File: src/hw/scu_defines.vh
/*
  Constants for the serial unit: register byte offsets, field positions,
  reset values and encodings.
  Assumes it is included by bare name from the serial unit design file.
*/
`ifndef SCU_DEFINES_VH
`define SCU_DEFINES_VH

// Register byte offsets on the AXI4-Lite bus.
`define SCU_OFF_MODE 8'h00
`define SCU_OFF_CKSEL 8'h04
`define SCU_OFF_DIV 8'h08
`define SCU_OFF_TXBUF 8'h0C
`define SCU_OFF_RXBUF 8'h10
`define SCU_OFF_TXSTAT 8'h14
`define SCU_OFF_RXERR 8'h18

// Mode register fields.
`define SCU_MODE_MERGE 0
`define SCU_MODE_STOP2 1
`define SCU_MODE_LEN8 2
`define SCU_MODE_PAR_LO 3
`define SCU_MODE_RXE 5
`define SCU_MODE_TXE 6
`define SCU_MODE_POWER 7

// Parity field encodings.
`define SCU_PAR_NONE 2'h0
`define SCU_PAR_ZERO 2'h1
`define SCU_PAR_ODD 2'h2
`define SCU_PAR_EVEN 2'h3

// Transmission status bit positions.
`define SCU_TXS_SHIFT 0
`define SCU_TXS_FULL 1

// Reception error status bit positions.
`define SCU_ERR_OVR 0
`define SCU_ERR_FRM 1
`define SCU_ERR_PAR 2

// Reset values and write limits.
`define SCU_MODE_RST 8'h01
`define SCU_CKSEL_RST 8'h00
`define SCU_DIV_RST 8'hFF
`define SCU_DIV_MIN 8'h04
`define SCU_CKSEL_MAX 4'hA

// AXI responses.
`define SCU_RESP_OKAY 2'h0
`define SCU_RESP_SLVERR 2'h2

`endif

File: src/hw/scu_serial_unit.v
/*
  Serial unit: AXI4-Lite register slave, base clock prescaler, transmit and
  receive baud counters, transmitter with one-deep buffer, receiver with a
  two-sample noise filter and error flags.
  Assumes one 40 MHz clock, synchronous active-low reset, and a serial input
  already synchronous to aclk.
*/
// Local design decisions: the AXI4-Lite register port and the register addresses.
`include "scu_defines.vh"

module scu_serial_unit
(
  input wire aclk,
  input wire aresetn,
  input wire [7:0] s_axi_awaddr,
  input wire s_axi_awvalid,
  output reg s_axi_awready,
  input wire [31:0] s_axi_wdata,
  input wire [3:0] s_axi_wstrb,
  input wire s_axi_wvalid,
  output reg s_axi_wready,
  output reg [1:0] s_axi_bresp,
  output reg s_axi_bvalid,
  input wire s_axi_bready,
  input wire [7:0] s_axi_araddr,
  input wire s_axi_arvalid,
  output reg s_axi_arready,
  output reg [31:0] s_axi_rdata,
  output reg [1:0] s_axi_rresp,
  output reg s_axi_rvalid,
  input wire s_axi_rready,
  input wire serial_in_pin,
  output reg serial_out_pin,
  output reg tx_complete_irq,
  output reg rx_complete_irq,
  output reg rx_error_irq
);

  // Control registers.
  reg [7:0] operation_mode_reg;
  reg [7:0] base_clock_select;
  reg [7:0] baud_divisor;
  wire unit_power_bit = operation_mode_reg[`SCU_MODE_POWER];
  wire tx_enable_bit = operation_mode_reg[`SCU_MODE_TXE];
  wire rx_enable_bit = operation_mode_reg[`SCU_MODE_RXE];
  wire error_irq_merge_bit = operation_mode_reg[`SCU_MODE_MERGE];
  wire [1:0] parity_mode = operation_mode_reg[`SCU_MODE_PAR_LO+1:`SCU_MODE_PAR_LO];
  wire len8 = operation_mode_reg[`SCU_MODE_LEN8];
  wire stop2 = operation_mode_reg[`SCU_MODE_STOP2];
  wire tx_on = unit_power_bit & tx_enable_bit;
  wire rx_on = unit_power_bit & rx_enable_bit;

  // Bus handshake state.
  reg aw_held;
  reg w_held;
  reg [7:0] aw_addr;
  reg [31:0] w_data;
  reg [3:0] w_strb;
  wire wr_fire = aw_held & w_held & ~s_axi_bvalid;
  wire rd_fire = s_axi_arvalid & s_axi_arready;
  wire wr_lane0 = wr_fire & w_strb[0];

  // Transmit state.
  reg [7:0] transmit_buffer;
  reg [10:0] transmit_shift_reg;
  reg tx_buffer_full_flag;
  reg tx_shift_active_flag;
  reg [3:0] tx_bits_left;
  reg [7:0] tx_count;
  reg tx_half;

  // Receive state.
  reg [7:0] receive_buffer;
  reg [9:0] receive_shift_reg;
  reg [3:0] rx_bits_left;
  reg [7:0] rx_count;
  reg rx_half;
  reg rx_busy;
  reg rx_checking;
  reg rx_unread;
  reg overrun_flag;
  reg framing_flag;
  reg parity_error_flag;
  reg [1:0] rx_samp;
  reg rx_filt;
  reg rx_filt_d;

  // Base clock prescaler: enable pulse every 2^sel cycles, none while powered down.
  reg [10:0] pre_count;
  reg base_tick;
  wire [3:0] base_clock_sel_field = base_clock_select[3:0];
  wire [10:0] pre_limit = (11'h001 << base_clock_sel_field) - 11'h001;
  always @(posedge aclk)
  begin
    if (!aresetn || !unit_power_bit)
    begin
      pre_count <= 11'h000;
      base_tick <= 1'b0;
    end
    else if (pre_count >= pre_limit)
    begin
      pre_count <= 11'h000;
      base_tick <= 1'b1;
    end
    else
    begin
      pre_count <= pre_count + 11'h001;
      base_tick <= 1'b0;
    end
  end

  // The divisor counts base ticks; a bit lasts two divisor periods.
  wire [7:0] divisor_value_field = baud_divisor;
  wire tx_cnt_end = base_tick && (tx_count >= divisor_value_field - 8'h01);
  wire tx_bit_end = tx_cnt_end & tx_half;
  wire rx_cnt_end = base_tick && (rx_count >= divisor_value_field - 8'h01);
  wire rx_bit_end = rx_cnt_end & rx_half;

  // Parity over the character bits.
  wire [7:0] tx_char = len8 ? transmit_buffer : {1'b0, transmit_buffer[6:0]};
  wire tx_xor = ^tx_char;
  reg tx_par_bit;
  always @*
  begin
    case (parity_mode)
      `SCU_PAR_EVEN: tx_par_bit = tx_xor;
      `SCU_PAR_ODD: tx_par_bit = ~tx_xor;
      default: tx_par_bit = 1'b0;
    endcase
  end
  wire has_par = (parity_mode != `SCU_PAR_NONE);
  wire [3:0] tx_frame_bits = 4'h8 + {3'h0, len8} + {3'h0, has_par} + {3'h0, stop2};
  // Frame below start bit: char, parity, stops, padded with idle ones.
  reg [10:0] tx_frame;
  always @*
  begin
    tx_frame = 11'h7FF;
    if (len8)
      tx_frame[7:0] = transmit_buffer;
    else
      tx_frame[6:0] = transmit_buffer[6:0];
    if (has_par)
      tx_frame[{1'b0, 3'h7} + {3'h0, len8}] = tx_par_bit;
  end

  // Transmitter. A load frees the buffer at once so the next byte may follow.
  always @(posedge aclk)
  begin
    if (!aresetn || !tx_on)
    begin
      transmit_shift_reg <= 11'h7FF;
      tx_buffer_full_flag <= 1'b0;
      tx_shift_active_flag <= 1'b0;
      tx_bits_left <= 4'h0;
      tx_count <= 8'h00;
      tx_half <= 1'b0;
      serial_out_pin <= 1'b1;
      tx_complete_irq <= 1'b0;
    end
    else
    begin
      tx_complete_irq <= 1'b0;
      if (tx_cnt_end)
      begin
        tx_count <= 8'h00;
        tx_half <= ~tx_half;
      end
      else if (base_tick)
        tx_count <= tx_count + 8'h01;
      if (wr_lane0 && aw_addr == `SCU_OFF_TXBUF && !tx_buffer_full_flag)
        tx_buffer_full_flag <= 1'b1;
      if (tx_shift_active_flag && tx_bit_end)
      begin
        if (tx_bits_left == 4'h0)
        begin
          tx_shift_active_flag <= 1'b0;
          tx_complete_irq <= 1'b1;
        end
        else
        begin
          serial_out_pin <= transmit_shift_reg[0];
          transmit_shift_reg <= {1'b1, transmit_shift_reg[10:1]};
          tx_bits_left <= tx_bits_left - 4'h1;
        end
      end
      // Load when idle, or right at frame end so frames run back to back.
      if (tx_buffer_full_flag && (!tx_shift_active_flag || (tx_bit_end && tx_bits_left == 4'h0)))
      begin
        transmit_shift_reg <= tx_frame;
        tx_bits_left <= tx_frame_bits;
        serial_out_pin <= 1'b0;
        tx_shift_active_flag <= 1'b1;
        tx_buffer_full_flag <= 1'b0;
        tx_count <= 8'h00;
        tx_half <= 1'b0;
      end
    end
  end

  // Noise filter: output moves only when two successive samples agree.
  always @(posedge aclk)
  begin
    if (!aresetn)
    begin
      rx_samp <= 2'h3;
      rx_filt <= 1'b1;
      rx_filt_d <= 1'b1;
    end
    else
    begin
      rx_samp <= {rx_samp[0], serial_in_pin};
      if (rx_samp[1] == rx_samp[0])
        rx_filt <= rx_samp[1];
      rx_filt_d <= rx_filt;
    end
  end

  // Receive checks use the frame fields that are sampled.
  wire [3:0] rx_frame_bits = 4'h8 + {3'h0, len8} + {3'h0, has_par};
  wire rx_stop = rx_filt;
  wire [7:0] rx_char = len8 ? receive_shift_reg[9:2] : {1'b0, receive_shift_reg[9:3]};
  wire rx_par = receive_shift_reg[9];
  wire [7:0] rx_char_p = len8 ? receive_shift_reg[8:1] : {1'b0, receive_shift_reg[8:2]};
  wire rx_char_sel = has_par;
  wire [7:0] rx_data = rx_char_sel ? rx_char_p : rx_char;
  wire rx_xor = ^rx_data ^ rx_par;
  wire rx_par_bad = (parity_mode == `SCU_PAR_EVEN && rx_xor) || (parity_mode == `SCU_PAR_ODD && !rx_xor);
  wire rd_rxbuf = rd_fire && s_axi_araddr == `SCU_OFF_RXBUF;
  wire rd_rxerr = rd_fire && s_axi_araddr == `SCU_OFF_RXERR;
  // Character as it stands once the stop bit position is reached.
  wire [9:0] rx_last = {rx_filt, receive_shift_reg[9:1]};
  wire [7:0] rx_data_next = has_par ? (len8 ? rx_last[7:0] : {1'b0, rx_last[7:1]}) :
                            (len8 ? rx_last[8:1] : {1'b0, rx_last[8:2]});

  // Receiver: start check after one divisor count, then one bit period apart.
  always @(posedge aclk)
  begin
    if (!aresetn || !rx_on)
    begin
      rx_busy <= 1'b0;
      rx_checking <= 1'b0;
      rx_count <= 8'h00;
      rx_half <= 1'b0;
      rx_bits_left <= 4'h0;
      receive_shift_reg <= 10'h000;
      rx_complete_irq <= 1'b0;
      rx_error_irq <= 1'b0;
      if (!aresetn)
      begin
        receive_buffer <= 8'h00;
        rx_unread <= 1'b0;
        overrun_flag <= 1'b0;
        framing_flag <= 1'b0;
        parity_error_flag <= 1'b0;
      end
    end
    else
    begin
      rx_complete_irq <= 1'b0;
      rx_error_irq <= 1'b0;
      if (rd_rxbuf)
        rx_unread <= 1'b0;
      if (rd_rxerr)
      begin
        overrun_flag <= 1'b0;
        framing_flag <= 1'b0;
        parity_error_flag <= 1'b0;
      end
      if (rx_busy || rx_checking)
      begin
        if (rx_cnt_end)
        begin
          rx_count <= 8'h00;
          rx_half <= ~rx_half;
        end
        else if (base_tick)
          rx_count <= rx_count + 8'h01;
      end
      if (!rx_busy && !rx_checking && rx_filt_d && !rx_filt)
      begin
        rx_checking <= 1'b1;
        rx_count <= 8'h00;
        rx_half <= 1'b0;
      end
      else if (rx_checking && rx_cnt_end)
      begin
        rx_checking <= 1'b0;
        if (!rx_filt)
        begin
          rx_busy <= 1'b1;
          rx_half <= 1'b0;
          rx_bits_left <= rx_frame_bits;
        end
      end
      else if (rx_busy && rx_bit_end)
      begin
        receive_shift_reg <= {rx_filt, receive_shift_reg[9:1]};
        rx_bits_left <= rx_bits_left - 4'h1;
        if (rx_bits_left == 4'h1)
        begin
          // Stop bit sample: frame is done, any error still ends at the stop position.
          rx_busy <= 1'b0;
          rx_count <= 8'h00;
          rx_complete_irq <= 1'b1;
          if (!rx_stop)
            framing_flag <= 1'b1;
          if (rx_par_bad)
            parity_error_flag <= 1'b1;
          if (rx_unread)
            overrun_flag <= 1'b1;
          else
          begin
            receive_buffer <= rx_data_next;
            rx_unread <= 1'b1;
          end
          if ((!rx_stop || rx_par_bad || rx_unread) && !error_irq_merge_bit)
          begin
            rx_error_irq <= 1'b1;
            rx_complete_irq <= 1'b0;
          end
        end
      end
    end
  end

  // Write path: address and data are latched independently, then applied.
  always @(posedge aclk)
  begin
    if (!aresetn)
    begin
      s_axi_awready <= 1'b1;
      s_axi_wready <= 1'b1;
      aw_held <= 1'b0;
      w_held <= 1'b0;
      aw_addr <= 8'h00;
      w_data <= 32'h00000000;
      w_strb <= 4'h0;
      s_axi_bvalid <= 1'b0;
      s_axi_bresp <= `SCU_RESP_OKAY;
      operation_mode_reg <= `SCU_MODE_RST;
      base_clock_select <= `SCU_CKSEL_RST;
      baud_divisor <= `SCU_DIV_RST;
      transmit_buffer <= 8'h00;
    end
    else
    begin
      if (s_axi_awvalid && s_axi_awready)
      begin
        aw_held <= 1'b1;
        aw_addr <= s_axi_awaddr;
        s_axi_awready <= 1'b0;
      end
      if (s_axi_wvalid && s_axi_wready)
      begin
        w_held <= 1'b1;
        w_data <= s_axi_wdata;
        w_strb <= s_axi_wstrb;
        s_axi_wready <= 1'b0;
      end
      if (wr_fire)
      begin
        aw_held <= 1'b0;
        w_held <= 1'b0;
        s_axi_bvalid <= 1'b1;
        s_axi_bresp <= `SCU_RESP_OKAY;
        case (aw_addr)
          `SCU_OFF_MODE: if (w_strb[0]) operation_mode_reg <= w_data[7:0];
          `SCU_OFF_CKSEL: if (w_strb[0] && w_data[3:0] <= `SCU_CKSEL_MAX) base_clock_select <= {4'h0, w_data[3:0]};
          `SCU_OFF_DIV: if (w_strb[0] && w_data[7:0] >= `SCU_DIV_MIN) baud_divisor <= w_data[7:0];
          `SCU_OFF_TXBUF: if (w_strb[0] && !tx_buffer_full_flag && tx_on) transmit_buffer <= w_data[7:0];
          `SCU_OFF_RXBUF, `SCU_OFF_TXSTAT, `SCU_OFF_RXERR: s_axi_bresp <= `SCU_RESP_OKAY;
          default: s_axi_bresp <= `SCU_RESP_SLVERR;
        endcase
      end
      if (s_axi_bvalid && s_axi_bready)
      begin
        s_axi_bvalid <= 1'b0;
        s_axi_awready <= 1'b1;
        s_axi_wready <= 1'b1;
      end
    end
  end

  // Read path: one cycle from address acceptance to data.
  always @(posedge aclk)
  begin
    if (!aresetn)
    begin
      s_axi_arready <= 1'b1;
      s_axi_rvalid <= 1'b0;
      s_axi_rdata <= 32'h00000000;
      s_axi_rresp <= `SCU_RESP_OKAY;
    end
    else
    begin
      if (rd_fire)
      begin
        s_axi_arready <= 1'b0;
        s_axi_rvalid <= 1'b1;
        s_axi_rresp <= `SCU_RESP_OKAY;
        case (s_axi_araddr)
          `SCU_OFF_MODE: s_axi_rdata <= {24'h000000, operation_mode_reg};
          `SCU_OFF_CKSEL: s_axi_rdata <= {24'h000000, base_clock_select};
          `SCU_OFF_DIV: s_axi_rdata <= {24'h000000, baud_divisor};
          `SCU_OFF_TXBUF: s_axi_rdata <= {24'h000000, transmit_buffer};
          `SCU_OFF_RXBUF: s_axi_rdata <= {24'h000000, receive_buffer};
          `SCU_OFF_TXSTAT: s_axi_rdata <= {30'h00000000, tx_buffer_full_flag, tx_shift_active_flag};
          `SCU_OFF_RXERR: s_axi_rdata <= {29'h00000000, parity_error_flag, framing_flag, overrun_flag};
          default:
          begin
            s_axi_rdata <= 32'h00000000;
            s_axi_rresp <= `SCU_RESP_SLVERR;
          end
        endcase
      end
      if (s_axi_rvalid && s_axi_rready)
      begin
        s_axi_rvalid <= 1'b0;
        s_axi_arready <= 1'b1;
      end
    end
  end

endmodule // scu_serial_unit

File: config.mk
export PLATFORM = sky130hd
export DESIGN_NAME = scu_serial_unit
export DESIGN_NICKNAME = d
export VERILOG_FILES = /design/src/hw/scu_serial_unit.v
export VERILOG_INCLUDE_DIRS = /design/src /design/src/hw
export SDC_FILE = /design/constraint.sdc
export NUM_CORES = 1
export LEC_CHECK = 0
export ABC_CLOCK_PERIOD_IN_PS = 4600
export BUFFER_PORTS_ARGS = -buffer_cell sky130_fd_sc_hd__buf_2
export CORE_ASPECT_RATIO = 0.7
export CORE_MARGIN = 4
export CORE_UTILIZATION = 30
export CTS_CLUSTER_DIAMETER = 30
export CTS_CLUSTER_SIZE = 25
export DETAILED_ROUTE_END_ITERATION = 6
export SLEW_MARGIN = 15
export SYNTH_ARGS = -nofsm -noshare
export SYNTH_HDL_FRONTEND = slang
export SYNTH_SLANG_ARGS = --single-unit
File: constraint.sdc
create_clock -name aclk -period 4.6 [get_ports aclk]
set_input_delay 0.46 -clock aclk [delete_from_list [all_inputs] [get_ports aclk]]
set_output_delay 0.46 -clock aclk [all_outputs]
set_load 0.03 [all_outputs]
==> impl_metrics.toml <==
[die]
start_util_pct = 30.75
fp.dieArea_sq_um = 28150
die_x_um = 198.8
die_h_um = 141.6
ios = 105
num_rows = 48
core_area_sq_um = 24860

[timing]
hold_viol = 0
rsz0062_at_grt = "false"
fin_tns_setup_ps = 0
worst_pin_slew_ps = 1093
skew_ps = 9.465
timing.final.crit_share_pct = 84.37
relSlewSlack_pct = 26.56
fmax_mhz = 257.7
drv_slew = 0
setup_viol = 0
period_needed_ps = 3881

[logic_synthesis]
synth-seq-area-share_pct = 38.75
yosysWarnings = 0
syn_area_sq_um = 7646
syn_avg_cell_area_sq_um = 8.738
syn_inst = 875
ys.flop_type = "dfxtp_1"
synth_edf_count = 12
synth-seq-cells = 142
synth_cell_types = 68
async_flop_share_pct = 0

[cts]
clk_path_buf_depth = 2
hold_buffers = 0
clkSinkCount = 142
post_cts_buffers = 0
root_buffer = "clkbuf_16"
cts_resized = 0
cts_made_buffers = 17
cts_tree = "done"
htree_levels = 4
clk-insertion-delay-late_ps = 430
clk_pin_slew_ps = 60

[grt]
grt_max_degree = 40
grt_pass1_vias = 5588
track_usage_pct = 13.07
grt_pass1_wl_um = 29780
antenna_found_initial = 1
grt_overflow = 0

[hold_path]
hold_class = "primary input to flip-flop"
hp-start = "serial_in_pin"

[setup_path]
crit_path_max_fanout = 8
timing.rr.start = "baud_divisor[0]"
arrival_ps = 4010
r2r_end = "receive_buffer[2]"
startpoint = "baud_divisor[0]"
cp-end-kind = "flip-flop"
cp-start-kind = "flip-flop"
slowest_stage = "o21ai_0"
timing_worst_setup_path_type = "flip-flop to flip-flop"
cp-endpoint = "receive_buffer[2]"
crit_required_ps = 4730
rrSetupSlack_ps = 720
cp_slowest_stage_delay_ps = 500
crit_chain = "inv_1 > ha_1 > xnor2_1 > ha_1 > nand2_1 > o21a_1 > o21ai_0 > a21o_1 > nand2_1 > inv_1 > ha_1 > nand2_1 > a311oi_4 > nand3_1 > o31ai_1 > buf_4"
reg2regPathDepth = 16

[cells_and_area]
n_antenna_cell = 0
largest_reg_flops = 11
layout-drive-gt1-share_pct = 11.27
nNetsFinal = 1007
final_util_pct = 35.08
syn2layout_area_growth_pct = 14.07

[placed_design]
dp_hpwl_um = 13260
place.gp.congestion = 0.9000
portBuffers = 51

[routing]
vias = 6155
drtPass1Iterations = 5
routed_wl_um = 18040
route.antenna.remaining_nets = 0
viasPerCell = 4.932
drtIter0Drc = 455
drc_errors = 0
wl_per_cell_um = 14.46

[power]
p_per_area_nw_per_um2 = 326.7
p_leak_uw = 0.003193
peakVddDrop_mv = 0.3245

[flow_run]
maxCapViolCount = 0

[outcome]
outcome = "completed"
worst min path at each step:
stage | to | slack [ps] | cells past startpoint
2_1_floorplan | transmit_shift_reg[1] | 430 | 1
3_3_place_gp | transmit_shift_reg[5] | 430 | 1
3_5_place_dp | transmit_shift_reg[3] | 440 | 1
4_1_cts | rx_samp[0] | 200 | 2
5_1_grt | rx_samp[0] | 210 | 2
6_report | rx_samp[0] | 220 | 2
cells in the mapped netlist (6+ instances only):
cell type,count,area (sq um)
a21o_1,15,112.6
inv_1,29,108.9
a21oi_1,42,210.2
a211oi_1,7,52.55
and2_1,7,43.79
o21a_1,8,60.06
nand2b_1,12,75.07
edfxtp_1,12,360.4
buf_4,27,202.7
mux2i_1,41,410.4
ha_1,35,437.9
xor2_1,21,183.9
nand2_1,101,379.1
dfxtp_1,130,2603
o21ai_0,22,110.1
or3_1,7,43.79
nor3_1,15,75.07
a21boi_0,27,202.7
nor2_1,81,304.0
clkbuf_1,36,135.1
nor2b_1,26,162.7
nand3_1,32,160.2
xnor2_1,30,262.8
a22oi_1,18,135.1
a221o_1,6,60.06
and3_1,6,37.54
where the power goes:
part           total (uW)  switching (uW)  internal [uW]
combinational         112            77.8           33.8
clock                1450             567            884
sequential           1290            21.5           1270
total                2850             666           2180
metal layers:
layer  global-route usage, %  wire length, um  vias up
met5                       0               12        -
met4                   3.237              156        2
met3                   3.489             1208       13
met2                   16.62             6701      164
met1                   21.17             9964     2873
li1                        -                -     3103
cell type report:
type	instances	area (sq um)
Clock inverter	9	120.1
Sequential cell	142	2963
Multi-Input combinational cell	662	4312
Tap cell	325	406.6
Fill cell	2618	16140
Clock buffer	22	496.7
Inverter	29	108.9
Timing Repair Buffer	59	315.3
layout by cell type, fill, tap and decap left out, types with 5 or more instances in the layout:
| cell | count |
|---|---|
| nand3_1 | 32 |
| mux2i_1 | 41 |
| conb_1 | 26 |
| o21a_1 | 8 |
| buf_2 | 51 |
| a21oi_1 | 42 |
| a21boi_0 | 27 |
| buf_4 | 8 |
| nor2b_1 | 26 |
| ha_1 | 35 |
| o21ai_0 | 22 |
| a31oi_1 | 5 |
| inv_1 | 29 |
| dfxtp_1 | 130 |
| a221o_1 | 6 |
| a21o_1 | 15 |
| and3_1 | 6 |
| edfxtp_1 | 12 |
| nor3_1 | 15 |
| o211ai_1 | 5 |
| or3_1 | 7 |
| xor2_1 | 21 |
| nor2_1 | 81 |
| a22oi_1 | 18 |
| nand2b_1 | 12 |
| a211oi_1 | 7 |
| clkbuf_16 | 19 |
| xnor2_1 | 30 |
| and2_1 | 7 |
| nand2_1 | 101 |
| nand4_1 | 5 |
kinds of logic after synthesis:
family                     Yosys count  synth area share (%)
buffers and inverters               96                 6.169
AOI/OAI and AO/OA                  189                 17.51
adders and majority gates           37                 6.120
and+or+nand+nor                    313                 19.31
muxes                               45                 5.956
xor gates and xnor gates            52                 6.136
other                                1               0.04904
DFF                                142                 38.75
worst max-delay path: cells and delay by family (launching register included):
family	cells	cell delay (ps)
buf+inv	3	450
simple gates	4	390
flops	1	400
compound gates	5	1470
fa+ha+maj	3	700
xor+xnor	1	180
stage by stage:
step	total power, uW	cell area [sq um]	setup slack, ps	cells	hold slack, ps
after floorplan	1402	7740	806.8	900	425.7
after global placement	1423	8099	734.9	1217	434.5
after detailed placement	1424	8099	723.3	1217	440.2
after CTS	2874	8716	711.5	1248	200.0
after global routing	2942	8722	361.4	1248	206.4
final	2849	8722	719.1	1248	218.7
No activity file was read; power rests on OpenSTA's default activity.
